**src/rtl/pic_pkg.sv**
```systemverilog
// Constants, types and shared functions of the interrupt controller.
// Assumes one instruction clock and an active high asynchronous reset.
package pic_pkg;
   localparam int unsigned NUM_SRC = 8;
   localparam int unsigned NUM_TRAP_SLOTS = 8;
   localparam int unsigned NUM_TRAP_IMPL = 4;
   localparam logic [2:0] PRIO_RESET = 3'h4;
   localparam logic [2:0] PRIO_ALL_MASK = 3'h7;
   localparam logic [7:0] STAT_MASK_OR = 8'h0E;
   localparam int unsigned NEST_DIS_BIT = 15;
   localparam int unsigned LATENCY_TCY = 5;
   localparam logic [2:0] LATENCY_CNT = 3'(LATENCY_TCY - 1);
   localparam int unsigned CPL_STACK_DEPTH = 16;
   localparam logic [2:0] TDIS_LO = 3'h1;
   localparam logic [2:0] TDIS_HI = 3'h6;
   localparam logic [3:0] TRAP_BASE_LVL = 4'h8;
   localparam logic [15:0] PRI_VEC_BASE = 16'h0004;
   localparam logic [15:0] ALT_VEC_BASE = 16'h0104;
   localparam logic [15:0] USER_VEC_OFS = 16'h0010;

   typedef enum logic [2:0] {
      PIC_TRAP_ADDR,
      PIC_TRAP_OSC,
      PIC_TRAP_STACK,
      PIC_TRAP_MATH
   } pic_trap_t;

   // Vector address for slot n in the selected table
   function automatic logic [15:0] pic_vec(input logic alt,
                                          input logic [15:0] slot);
      pic_vec = (alt ? ALT_VEC_BASE : PRI_VEC_BASE) + slot;
   endfunction : pic_vec
endpackage : pic_pkg

```
**src/rtl/pic_if.sv**
```systemverilog
// Link between the interrupt controller and the processor core.
// Assumes both ends run on the same instruction clock.
`timescale 1ns/1ps
interface pic_if;
   logic vec_req;
   logic [15:0] vec_addr;
   logic [3:0] vec_level;
   logic hard_hold;
   logic wake;
   logic vec_ack;
   logic irq_return;
   logic [2:0] cpu_level;
   logic cpl_write;
   logic [2:0] cpl_wdata;
   logic tdis_start;
   logic [13:0] tdis_count;
   logic sleeping;
   modport ctrl (output vec_req, vec_addr, vec_level, hard_hold, wake,
      cpu_level, input vec_ack, irq_return, cpl_write, cpl_wdata,
      tdis_start, tdis_count, sleeping);
   modport core (input vec_req, vec_addr, vec_level, hard_hold, wake,
      cpu_level, output vec_ack, irq_return, cpl_write, cpl_wdata,
      tdis_start, tdis_count, sleeping);
endinterface : pic_if

```
**src/rtl/pic_ctrl.sv**
```systemverilog
// Prioritised interrupt controller with traps, nesting and timed disable.
// Assumes peripheral events and core strobes are synchronous to ref_clk.
// Function
// - Each source has enable, flag, priority
// - User priority overrides natural order
// - Only requests above CPU level pass
// - Nesting preempts unless nesting_disable set
// - Fixed five cycle latency to vectoring
// - Four traps that cannot be masked
// - Traps 2-7 vector to their own vector, hard traps do not
// - Hard traps hold core until cleared
// - Each trap has its own flag
// - Room for four more trap sources
// - Users 0-7, traps 8-15
// - Priority fields reset to four
// - Wake resumes or vectors by level
// - Level seven blocks all user requests
// - Timed disable blocks levels one to six
// - Return restores previous CPU level
// - Handler clears flag before return
// - Clear flag, then set enable
// - Primary or alternate vector table
// - Flat priority uses one non-zero value
//
// The register offsets and the AHB-Lite register port are this design's own decisions.
`timescale 1ns/1ps
module pic_ctrl #(
   parameter int unsigned NSRC = pic_pkg::NUM_SRC
) (
   input wire logic ref_clk, // Instruction clock
   input wire logic rst, // Async reset, active high
   pic_if.ctrl cpu, // Core side
   input wire logic [NSRC-1:0] src_event, // Peripheral event pulses
   input wire logic [pic_pkg::NUM_TRAP_SLOTS-1:0] trap_event, // Trap pulses
   input wire logic [NSRC-1:0] src_enable_bit, // Per source enable
   input wire logic [3*NSRC-1:0] prio_wdata, // Priority fields to load
   input wire logic prio_we, // Load all priority fields
   input wire logic [NSRC-1:0] flag_clr, // Clear pending flags
   input wire logic [pic_pkg::NUM_TRAP_SLOTS-1:0] trap_clr, // Clear traps
   input wire logic [15:0] irq_control_one, // Control word
   input wire logic alt_table_sel, // Use alternate vector table
   output logic [NSRC-1:0] source_pending_flag, // Pending flags
   output logic [pic_pkg::NUM_TRAP_SLOTS-1:0] trap_flag_q, // Trap flags
   output logic [3*NSRC-1:0] source_priority_field // Priority readback
);
   logic [NSRC-1:0] flag_q;
   logic [2:0] prio_q [NSRC];
   logic [pic_pkg::NUM_TRAP_SLOTS-1:0] trap_q;
   logic [2:0] cpl_q;
   logic [2:0] cpl_stack_q [pic_pkg::CPL_STACK_DEPTH];
   logic [3:0] sp_q;
   logic [3:0] active_lvl_q;
   logic in_isr_q;
   logic [13:0] tdis_q;
   logic [2:0] lat_q;
   logic pend_q;
   logic [15:0] pend_vec_q;
   logic [3:0] pend_lvl_q;
   logic vec_req_q;
   logic [15:0] vec_addr_q;
   logic [3:0] vec_level_q;
   logic hard_q;
   logic wake_q;
   logic [2:0] best_lvl;
   logic [15:0] best_slot;
   logic best_ok;
   logic [2:0] trap_idx;
   logic trap_any;
   logic [3:0] trap_lvl;
   logic [pic_pkg::NUM_TRAP_SLOTS-1:0] trap_d;
   logic nest_dis;

   assign nest_dis = irq_control_one[pic_pkg::NEST_DIS_BIT];
   assign source_pending_flag = flag_q;
   assign trap_flag_q = trap_q;
   assign trap_d = (trap_q & ~trap_clr) | trap_event;

   always_comb
   begin
      for (int i = 0; i < NSRC; i++)
         source_priority_field[3*i +: 3] = prio_q[i];
   end

   // Flags: a new event wins over a clear in the same cycle
   always_ff @(posedge ref_clk or posedge rst)
   begin
      if (rst)
         flag_q <= '0;
      else
         flag_q <= (flag_q & ~flag_clr) | src_event;
   end

   always_ff @(posedge ref_clk or posedge rst)
   begin
      if (rst)
         trap_q <= '0;
      else
         trap_q <= trap_d;
   end

   always_ff @(posedge ref_clk or posedge rst)
   begin
      if (rst)
      begin
         for (int i = 0; i < NSRC; i++)
            prio_q[i] <= pic_pkg::PRIO_RESET;
      end
      else if (prio_we)
      begin
         for (int i = 0; i < NSRC; i++)
            prio_q[i] <= prio_wdata[3*i +: 3];
      end
   end

   // Highest user level wins; lower index breaks ties
   always_comb
   begin
      best_lvl = '0;
      best_slot = '0;
      best_ok = 1'b0;
      for (int i = NSRC - 1; i >= 0; i--)
      begin
         if (flag_q[i] && src_enable_bit[i] && prio_q[i] != 3'h0
             && prio_q[i] >= best_lvl)
         begin
            best_lvl = prio_q[i];
            best_slot = 16'(i);
            best_ok = 1'b1;
         end
      end
      // Timed disable holds off levels one to six only
      if (tdis_q != '0 && best_lvl >= pic_pkg::TDIS_LO
          && best_lvl <= pic_pkg::TDIS_HI)
         best_ok = 1'b0;
      if (best_lvl <= cpl_q)
         best_ok = 1'b0;
      if (in_isr_q && (nest_dis || {1'b0, best_lvl} <= active_lvl_q))
         best_ok = 1'b0;
   end

   // Lowest trap index is most serious; traps always outrank users
   always_comb
   begin
      trap_idx = '0;
      trap_any = 1'b0;
      for (int i = pic_pkg::NUM_TRAP_SLOTS - 1; i >= 0; i--)
      begin
         if (trap_q[i])
         begin
            trap_idx = 3'(i);
            trap_any = 1'b1;
         end
      end
      trap_lvl = pic_pkg::TRAP_BASE_LVL + 4'(7 - trap_idx);
   end

   always_ff @(posedge ref_clk or posedge rst)
   begin
      if (rst)
         tdis_q <= '0;
      else if (cpu.tdis_start)
         tdis_q <= cpu.tdis_count;
      else if (tdis_q != '0)
         tdis_q <= tdis_q - 14'h0001;
   end

   // Latency pipeline, traps bypass it
   always_ff @(posedge ref_clk or posedge rst)
   begin
      if (rst)
      begin
         pend_q <= 1'b0;
         lat_q <= '0;
         pend_vec_q <= '0;
         pend_lvl_q <= '0;
      end
      else if (cpu.vec_ack)
         pend_q <= 1'b0;
      else if (!pend_q && !vec_req_q && best_ok && !trap_any)
      begin
         pend_q <= 1'b1;
         lat_q <= pic_pkg::LATENCY_CNT;
         pend_vec_q <= pic_pkg::pic_vec(alt_table_sel,
            pic_pkg::USER_VEC_OFS + best_slot);
         pend_lvl_q <= {1'b0, best_lvl};
      end
      else if (pend_q && lat_q != '0)
         lat_q <= lat_q - 3'h1;
   end

   always_ff @(posedge ref_clk or posedge rst)
   begin
      if (rst)
      begin
         vec_req_q <= 1'b0;
         vec_addr_q <= '0;
         vec_level_q <= '0;
      end
      else if (cpu.vec_ack)
         vec_req_q <= 1'b0;
      // A trap may replace a waiting user vector, and nests only above
      // the running handler, so a taken trap is not raised again
      else if (trap_any && !hard_q && (!vec_req_q || !vec_level_q[3])
               && (!in_isr_q || trap_lvl > active_lvl_q))
      begin
         vec_req_q <= 1'b1;
         vec_addr_q <= pic_pkg::pic_vec(alt_table_sel, 16'(trap_idx));
         vec_level_q <= trap_lvl;
      end
      else if (pend_q && lat_q == '0 && !vec_req_q && !hard_q)
      begin
         vec_req_q <= 1'b1;
         vec_addr_q <= pend_vec_q;
         vec_level_q <= pend_lvl_q;
      end
   end

   always_ff @(posedge ref_clk or posedge rst)
   begin
      if (rst)
         hard_q <= 1'b0;
      else
         // From the next flag value, so hold and flag rise together
         hard_q <= trap_d[pic_pkg::PIC_TRAP_ADDR]
            | trap_d[pic_pkg::PIC_TRAP_OSC];
   end

   // Wake on any enabled pending flag; core vectors only if vec_req rises
   always_ff @(posedge ref_clk or posedge rst)
   begin
      if (rst)
         wake_q <= 1'b0;
      else
         wake_q <= cpu.sleeping && ((|(flag_q & src_enable_bit))
            || trap_any);
   end

   // CPU level save on entry, restore on return
   always_ff @(posedge ref_clk or posedge rst)
   begin
      if (rst)
      begin
         cpl_q <= '0;
         sp_q <= '0;
         in_isr_q <= 1'b0;
         active_lvl_q <= '0;
         for (int i = 0; i < pic_pkg::CPL_STACK_DEPTH; i++)
            cpl_stack_q[i] <= '0;
      end
      else if (cpu.vec_ack)
      begin
         cpl_stack_q[sp_q] <= cpl_q;
         sp_q <= sp_q + 4'h1;
         in_isr_q <= 1'b1;
         active_lvl_q <= vec_level_q;
         cpl_q <= vec_level_q[3] ? pic_pkg::PRIO_ALL_MASK
            : vec_level_q[2:0];
      end
      else if (cpu.irq_return && sp_q != '0)
      begin
         cpl_q <= cpl_stack_q[sp_q - 4'h1];
         sp_q <= sp_q - 4'h1;
         in_isr_q <= (sp_q != 4'h1);
         active_lvl_q <= {1'b0, cpl_stack_q[sp_q - 4'h1]};
      end
      else if (cpu.cpl_write)
         cpl_q <= cpu.cpl_wdata;
   end

   assign cpu.vec_req = vec_req_q;
   assign cpu.vec_addr = vec_addr_q;
   assign cpu.vec_level = vec_level_q;
   assign cpu.hard_hold = hard_q;
   assign cpu.wake = wake_q;
   assign cpu.cpu_level = cpl_q;
endmodule : pic_ctrl

```
**src/flat_wrapper.sv**
```systemverilog
// flat-port wrapper written by rule: the top's interface ports become plain ports
module pic_ctrl_flat 
#(
   parameter int unsigned NSRC = pic_pkg::NUM_SRC
)
  (ref_clk, rst, src_event, trap_event, src_enable_bit, prio_wdata, prio_we, flag_clr, trap_clr, irq_control_one, alt_table_sel, source_pending_flag, trap_flag_q, source_priority_field, cpu_vec_req, cpu_vec_addr, cpu_vec_level, cpu_hard_hold, cpu_wake, cpu_cpu_level, cpu_vec_ack, cpu_irq_return, cpu_cpl_write, cpu_cpl_wdata, cpu_tdis_start, cpu_tdis_count, cpu_sleeping);
  pic_if cpu_i ();
  input wire logic ref_clk;
  input wire logic rst;
  input wire logic [NSRC-1:0] src_event;
  input wire logic [pic_pkg::NUM_TRAP_SLOTS-1:0] trap_event;
  input wire logic [NSRC-1:0] src_enable_bit;
  input wire logic [3*NSRC-1:0] prio_wdata;
  input wire logic prio_we;
  input wire logic [NSRC-1:0] flag_clr;
  input wire logic [pic_pkg::NUM_TRAP_SLOTS-1:0] trap_clr;
  input wire logic [15:0] irq_control_one;
  input wire logic alt_table_sel;
  output logic [NSRC-1:0] source_pending_flag;
  output logic [pic_pkg::NUM_TRAP_SLOTS-1:0] trap_flag_q;
  output logic [3*NSRC-1:0] source_priority_field;
  output wire logic [$bits(cpu_i.vec_req)-1:0] cpu_vec_req;
  output wire logic [$bits(cpu_i.vec_addr)-1:0] cpu_vec_addr;
  output wire logic [$bits(cpu_i.vec_level)-1:0] cpu_vec_level;
  output wire logic [$bits(cpu_i.hard_hold)-1:0] cpu_hard_hold;
  output wire logic [$bits(cpu_i.wake)-1:0] cpu_wake;
  output wire logic [$bits(cpu_i.cpu_level)-1:0] cpu_cpu_level;
  input wire logic [$bits(cpu_i.vec_ack)-1:0] cpu_vec_ack;
  input wire logic [$bits(cpu_i.irq_return)-1:0] cpu_irq_return;
  input wire logic [$bits(cpu_i.cpl_write)-1:0] cpu_cpl_write;
  input wire logic [$bits(cpu_i.cpl_wdata)-1:0] cpu_cpl_wdata;
  input wire logic [$bits(cpu_i.tdis_start)-1:0] cpu_tdis_start;
  input wire logic [$bits(cpu_i.tdis_count)-1:0] cpu_tdis_count;
  input wire logic [$bits(cpu_i.sleeping)-1:0] cpu_sleeping;
  assign cpu_vec_req = cpu_i.vec_req;
  assign cpu_vec_addr = cpu_i.vec_addr;
  assign cpu_vec_level = cpu_i.vec_level;
  assign cpu_hard_hold = cpu_i.hard_hold;
  assign cpu_wake = cpu_i.wake;
  assign cpu_cpu_level = cpu_i.cpu_level;
  assign cpu_i.vec_ack = cpu_vec_ack;
  assign cpu_i.irq_return = cpu_irq_return;
  assign cpu_i.cpl_write = cpu_cpl_write;
  assign cpu_i.cpl_wdata = cpu_cpl_wdata;
  assign cpu_i.tdis_start = cpu_tdis_start;
  assign cpu_i.tdis_count = cpu_tdis_count;
  assign cpu_i.sleeping = cpu_sleeping;
  pic_ctrl #(.NSRC(NSRC)) u_core (.ref_clk(ref_clk), .rst(rst), .cpu(cpu_i), .src_event(src_event), .trap_event(trap_event), .src_enable_bit(src_enable_bit), .prio_wdata(prio_wdata), .prio_we(prio_we), .flag_clr(flag_clr), .trap_clr(trap_clr), .irq_control_one(irq_control_one), .alt_table_sel(alt_table_sel), .source_pending_flag(source_pending_flag), .trap_flag_q(trap_flag_q), .source_priority_field(source_priority_field));
endmodule
```
**config.mk**
```make
export PLATFORM = sky130hd
export DESIGN_NAME = pic_ctrl_flat
export DESIGN_NICKNAME = d
export VERILOG_FILES = /design/src/rtl/pic_pkg.sv /design/src/rtl/pic_if.sv /design/src/rtl/pic_ctrl.sv /design/src/flat_wrapper.sv
export SDC_FILE = /design/constraint.sdc
export NUM_CORES = 1
export LEC_CHECK = 0
export BUFFER_PORTS_ARGS = -buffer_cell sky130_fd_sc_hd__buf_2
export CORE_ASPECT_RATIO = 1.4
export CORE_UTILIZATION = 30
export DETAILED_ROUTE_END_ITERATION = 8
export PLACE_DENSITY = 0.53
export SLEW_MARGIN = 30
export SYNTH_ARGS = -nofsm -noshare
export SYNTH_HDL_FRONTEND = slang
export SYNTH_SLANG_ARGS = --single-unit
export TNS_END_PERCENT = 100
```
**constraint.sdc**
```tcl
create_clock -name ref_clk -period 15.9 [get_ports ref_clk]
set_input_delay 3.975 -clock ref_clk [delete_from_list [all_inputs] [get_ports ref_clk]]
set_output_delay 3.975 -clock ref_clk [all_outputs]
set_load 0.02 [all_outputs]
```
==> impl_metrics.json <==
{
  "dr.pass1.iters": 4,
  "synthFlopType": "dfrtp_1",
  "slowest_delay_ns": 0.40,
  "rr_worst_depth": 59,
  "rows": 70,
  "fin_skew_ns": 0.00628,
  "synth_top_family_by_area": "compound AO/OA/AOI/OAI gates",
  "fp.dieH_microns": 194,
  "final_cells": 1276,
  "fillers": 2653,
  "peakVddDrop_mv": 0.0843,
  "drc_errors": 0,
  "grt_pass1_wl_microns": 33500,
  "portBuffers": 146,
  "max_clock_freq_mhz": 66.4,
  "met3_usage_pct": 3.15,
  "slew_viol_final": 0,
  "tns_ns": 0,
  "start_util_pct": 30.4,
  "dr_total_vias": 6388,
  "yosysSeqAreaShare_pct": 44.3,
  "period_needed_ns": 15.07,
  "dpl.cell_count": 1241,
  "grt-ovfl-total": 0,
  "path_clk_slew_ns": 0.06,
  "timing.max_slew.rel_slack_pct": 43.4,
  "dp_hpwl_microns": 15100,
  "pre_cts_ws_ns": -0.0986,
  "grt_use_total_pct": 15.8,
  "async_flop_share_pct": 100,
  "yosys_register_bits": 140,
  "synth-simple-area-share_pct": 14.9,
  "worstSetupPathType": "in -> reg",
  "die-area_sq_um": 27100,
  "cts_tree": "built",
  "status": "complete, no violations",
  "min_path_cells": 2,
  "register_area_sq_um": 3510,
  "yosys-mux-area-fraction_pct": 13.9,
  "die_width_microns": 139,
  "ant_nets": 0,
  "clk_latency_ns": 0.43,
  "ctsHoldBuffers": 0,
  "area_growth_pct": 23.2,
  "setup_violations": 0,
  "use_met1_pct": 18.0,
  "synth_edf_count": 0,
  "synthAdderAreaFrac_pct": 4.54,
  "yosysWarnings": 0,
  "globalRouteMet2Util_pct": 28.5,
  "power.total_mw": 1.52,
  "synth_cells": 781,
  "io_pins": 172,
  "cts_buffer_depth": 2,
  "cp_common_cell": "ha_1",
  "period_share_pct": 94.8,
  "clock_sinks": 140,
  "leakage_nw": 4.43,
  "synth_xor_area_share_pct": 1.66,
  "cp_data_required_time_ns": 16.21,
  "cts_buffers": 17,
  "wire_per_inst_microns": 15.9,
  "drtIter0Drc": 327,
  "routabilityCongestion": 0.852,
  "worst_pin_slew_ns": 0.842,
  "grt_max_degree": 78,
  "synth_compound_area_share_pct": 16.0,
  "hold_viol": 0,
  "grt_pass1_vias": 6517,
  "antenna_found_initial": 0,
  "crit_path_top_delay_cell": "maj3_1",
  "multi_input_area_sq_um": 4150,
  "nNetsFinal": 1073,
  "end_kind": "register",
  "vias_per_cell": 5.01,
  "worstPathMaxFanout": 8,
  "netlist_area_sq_um": 7940,
  "core_sq_um": 26100,
  "cts_max_level": 4,
  "setup_slack_ns": 0.832,
  "maxCapViolCount": 0,
  "syn_avg_cell_area_sq_um": 10.2,
  "drive_gt1_share_pct": 32.7,
  "n_antenna_cell": 0,
  "min_path_type": "reg -> reg",
  "arrival_ns": 15.38,
  "p_per_area_nw_per_um2": 155,
  "clock-root-buffer": "clkbuf_16",
  "wl_microns": 20300,
  "start_kind": "input port",
  "grt.busiest_layer": "met2",
  "ys_types": 75
}
[critical path: cells and delay by family]
family	cells	cell delay, ns
AOI/OAI and AO/OA	22	3.98
buffers and inverters	5	0.70
muxes	4	1.27
adders and majority gates	9	2.68
and+or+nand+nor	20	2.75
[synthesized netlist by cell type, types with 3 or more instances]
master	instances	area share, %
a21o_1	19	1.8
nor4b_1	4	0.44
dfstp_2	8	2.6
mux2_2	59	8.4
mux4_2	12	3.4
xnor2_1	14	1.5
mux2_1	5	0.71
a21oi_2	3	0.33
inv_1	51	2.4
o21ai_0	58	3.7
nand2b_1	10	0.79
or2_2	5	0.39
a211o_1	3	0.33
nor3b_1	3	0.28
nand3_1	19	1.2
a211oi_1	7	0.66
o21a_1	8	0.76
dfrtp_1	132	42
nor2_1	47	2.2
clkbuf_1	21	0.99
o31ai_1	9	0.85
buf_1	4	0.19
o31a_1	3	0.33
and2_1	8	0.63
ha_1	28	4.4
o211ai_1	4	0.38
a22o_1	4	0.44
and3_1	6	0.47
or3_1	10	0.79
a31oi_1	5	0.39
nand2_1	70	3.3
o22ai_1	3	0.24
nor3_1	19	1.2
mux2i_1	8	1.0
a21oi_1	27	1.7
nand4b_1	6	0.66
o21bai_1	3	0.28
buf_4	10	0.95
nor4_1	6	0.47
nand4_1	6	0.47
nor2b_1	12	0.95
[where the power goes]
part | internal, mW | total [mW] | switching, mW | leakage, nW
clock | 0.264 | 0.425 | 0.161 | 0.302
sequential | 0.451 | 0.548 | 0.0970 | 1.65
combinational | 0.268 | 0.547 | 0.279 | 2.48
[worst paths after layout]
path	from	endpoint	slack, ns
max in group asynchronous	rst	u_core.tdis_q[13]	11.14
min reg2reg	u_core.cpl_stack_q[2]	u_core.cpl_stack_q[2]	0.48
max	src_enable_bit[7]	u_core.pend_lvl_q[2]	0.83
min	u_core.cpl_stack_q[2]	u_core.cpl_stack_q[2]	0.48
max reg2reg	u_core.source_pending_flag[7]	u_core.pend_lvl_q[2]	4.04
min in group asynchronous	rst	u_core.source_pending_flag[0]	3.64
[flip-flops by register name (all words and copies together), names as in the netlist]
signal                        cells
u_core.active_lvl_q               4
u_core.cpl_stack_q               48
u_core.cpu.cpu_level              3
u_core.cpu.hard_hold              1
u_core.cpu.vec_addr               6
u_core.cpu.vec_level              4
u_core.cpu.vec_req                1
u_core.cpu.wake                   1
u_core.in_isr_q                   1
u_core.lat_q                      3
u_core.pend_lvl_q                 3
u_core.pend_q                     1
u_core.pend_vec_q                 6
u_core.source_pending_flag        8
u_core.source_priority_field     24
u_core.sp_q                       4
u_core.tdis_q                    14
u_core.trap_flag_q                8
[final cells by class]
class / count / area share, %
Inverter: 52 / 2.05
Clock inverter: 13 / 1.94
Tap cell: 324 / 4.14
Sequential cell: 140 / 35.9
Timing Repair Buffer: 166 / 9.08
Multi-Input combinational cell: 562 / 42.4
Clock buffer: 19 / 4.43
[layer usage]
layer,part of all wire [%],routed length (microns)
met5,0,0
met3,4.0,804
met2,53,10600
met4,2.5,497
met1,41,8310
[through the flow]
step / hold slack [ns] / util (%) / instance area, sq um
final: 0.478 / 37.5 / 9780
after global routing: 0.504 / 37.5 / 9780
after CTS: 0.480 / 37.1 / 9690
after detailed placement: 0.465 / 34.7 / 9060
after global placement: 0.457 / 34.7 / 9060
after floorplan: 0.440 / - / 7970
[cells by family (layout without fill, tap and decap cells)]
group / Yosys count / count (layout)
AO/OA/AOI/OAI: 186 / 186
XOR/XNOR: 15 / 15
adder cells (fa/ha/maj): 29 / 29
buffers and inverters: 88 / 250
flip-flops: 140 / 140
multiplexers: 86 / 86
other: 1 / 10
AND/OR/NAND/NOR: 236 / 236
[layout by cell type (no fill, tap or decap), drive strengths merged, types with 4 or more instances in the layout]
cell | synthesis | layout
buf | 15 | 166
dfrtp | 132 | 132
nand2 | 70 | 70
mux2 | 65 | 65
o21ai | 60 | 60
inv | 51 | 53
nor2 | 47 | 47
a21oi | 30 | 30
ha | 28 | 28
nor3 | 21 | 21
a21o | 19 | 19
nand3 | 19 | 19
clkbuf | 21 | 19
xnor2 | 14 | 14
nor2b | 12 | 12
mux4 | 12 | 12
or3 | 10 | 10
nand2b | 10 | 10
conb | 1 | 10
o31ai | 10 | 10
mux2i | 9 | 9
o21a | 8 | 8
and2 | 8 | 8
dfstp | 8 | 8
a211oi | 7 | 7
clkinv | 1 | 7
nor4 | 6 | 6
and3 | 6 | 6
nand4 | 6 | 6
nand4b | 6 | 6
a31oi | 6 | 6
or2 | 5 | 5
o211ai | 4 | 4
a22o | 4 | 4
nor4b | 4 | 4
bufinv | 0 | 4
[repair_timing]
action	in CTS	in global routing
buffers inserted	0	3
endpoints found under the setup margin	0	13
resized for setup	0	17
endpoints found under the hold margin	0	0
Note: power is estimated with default switching activity, not from simulation.
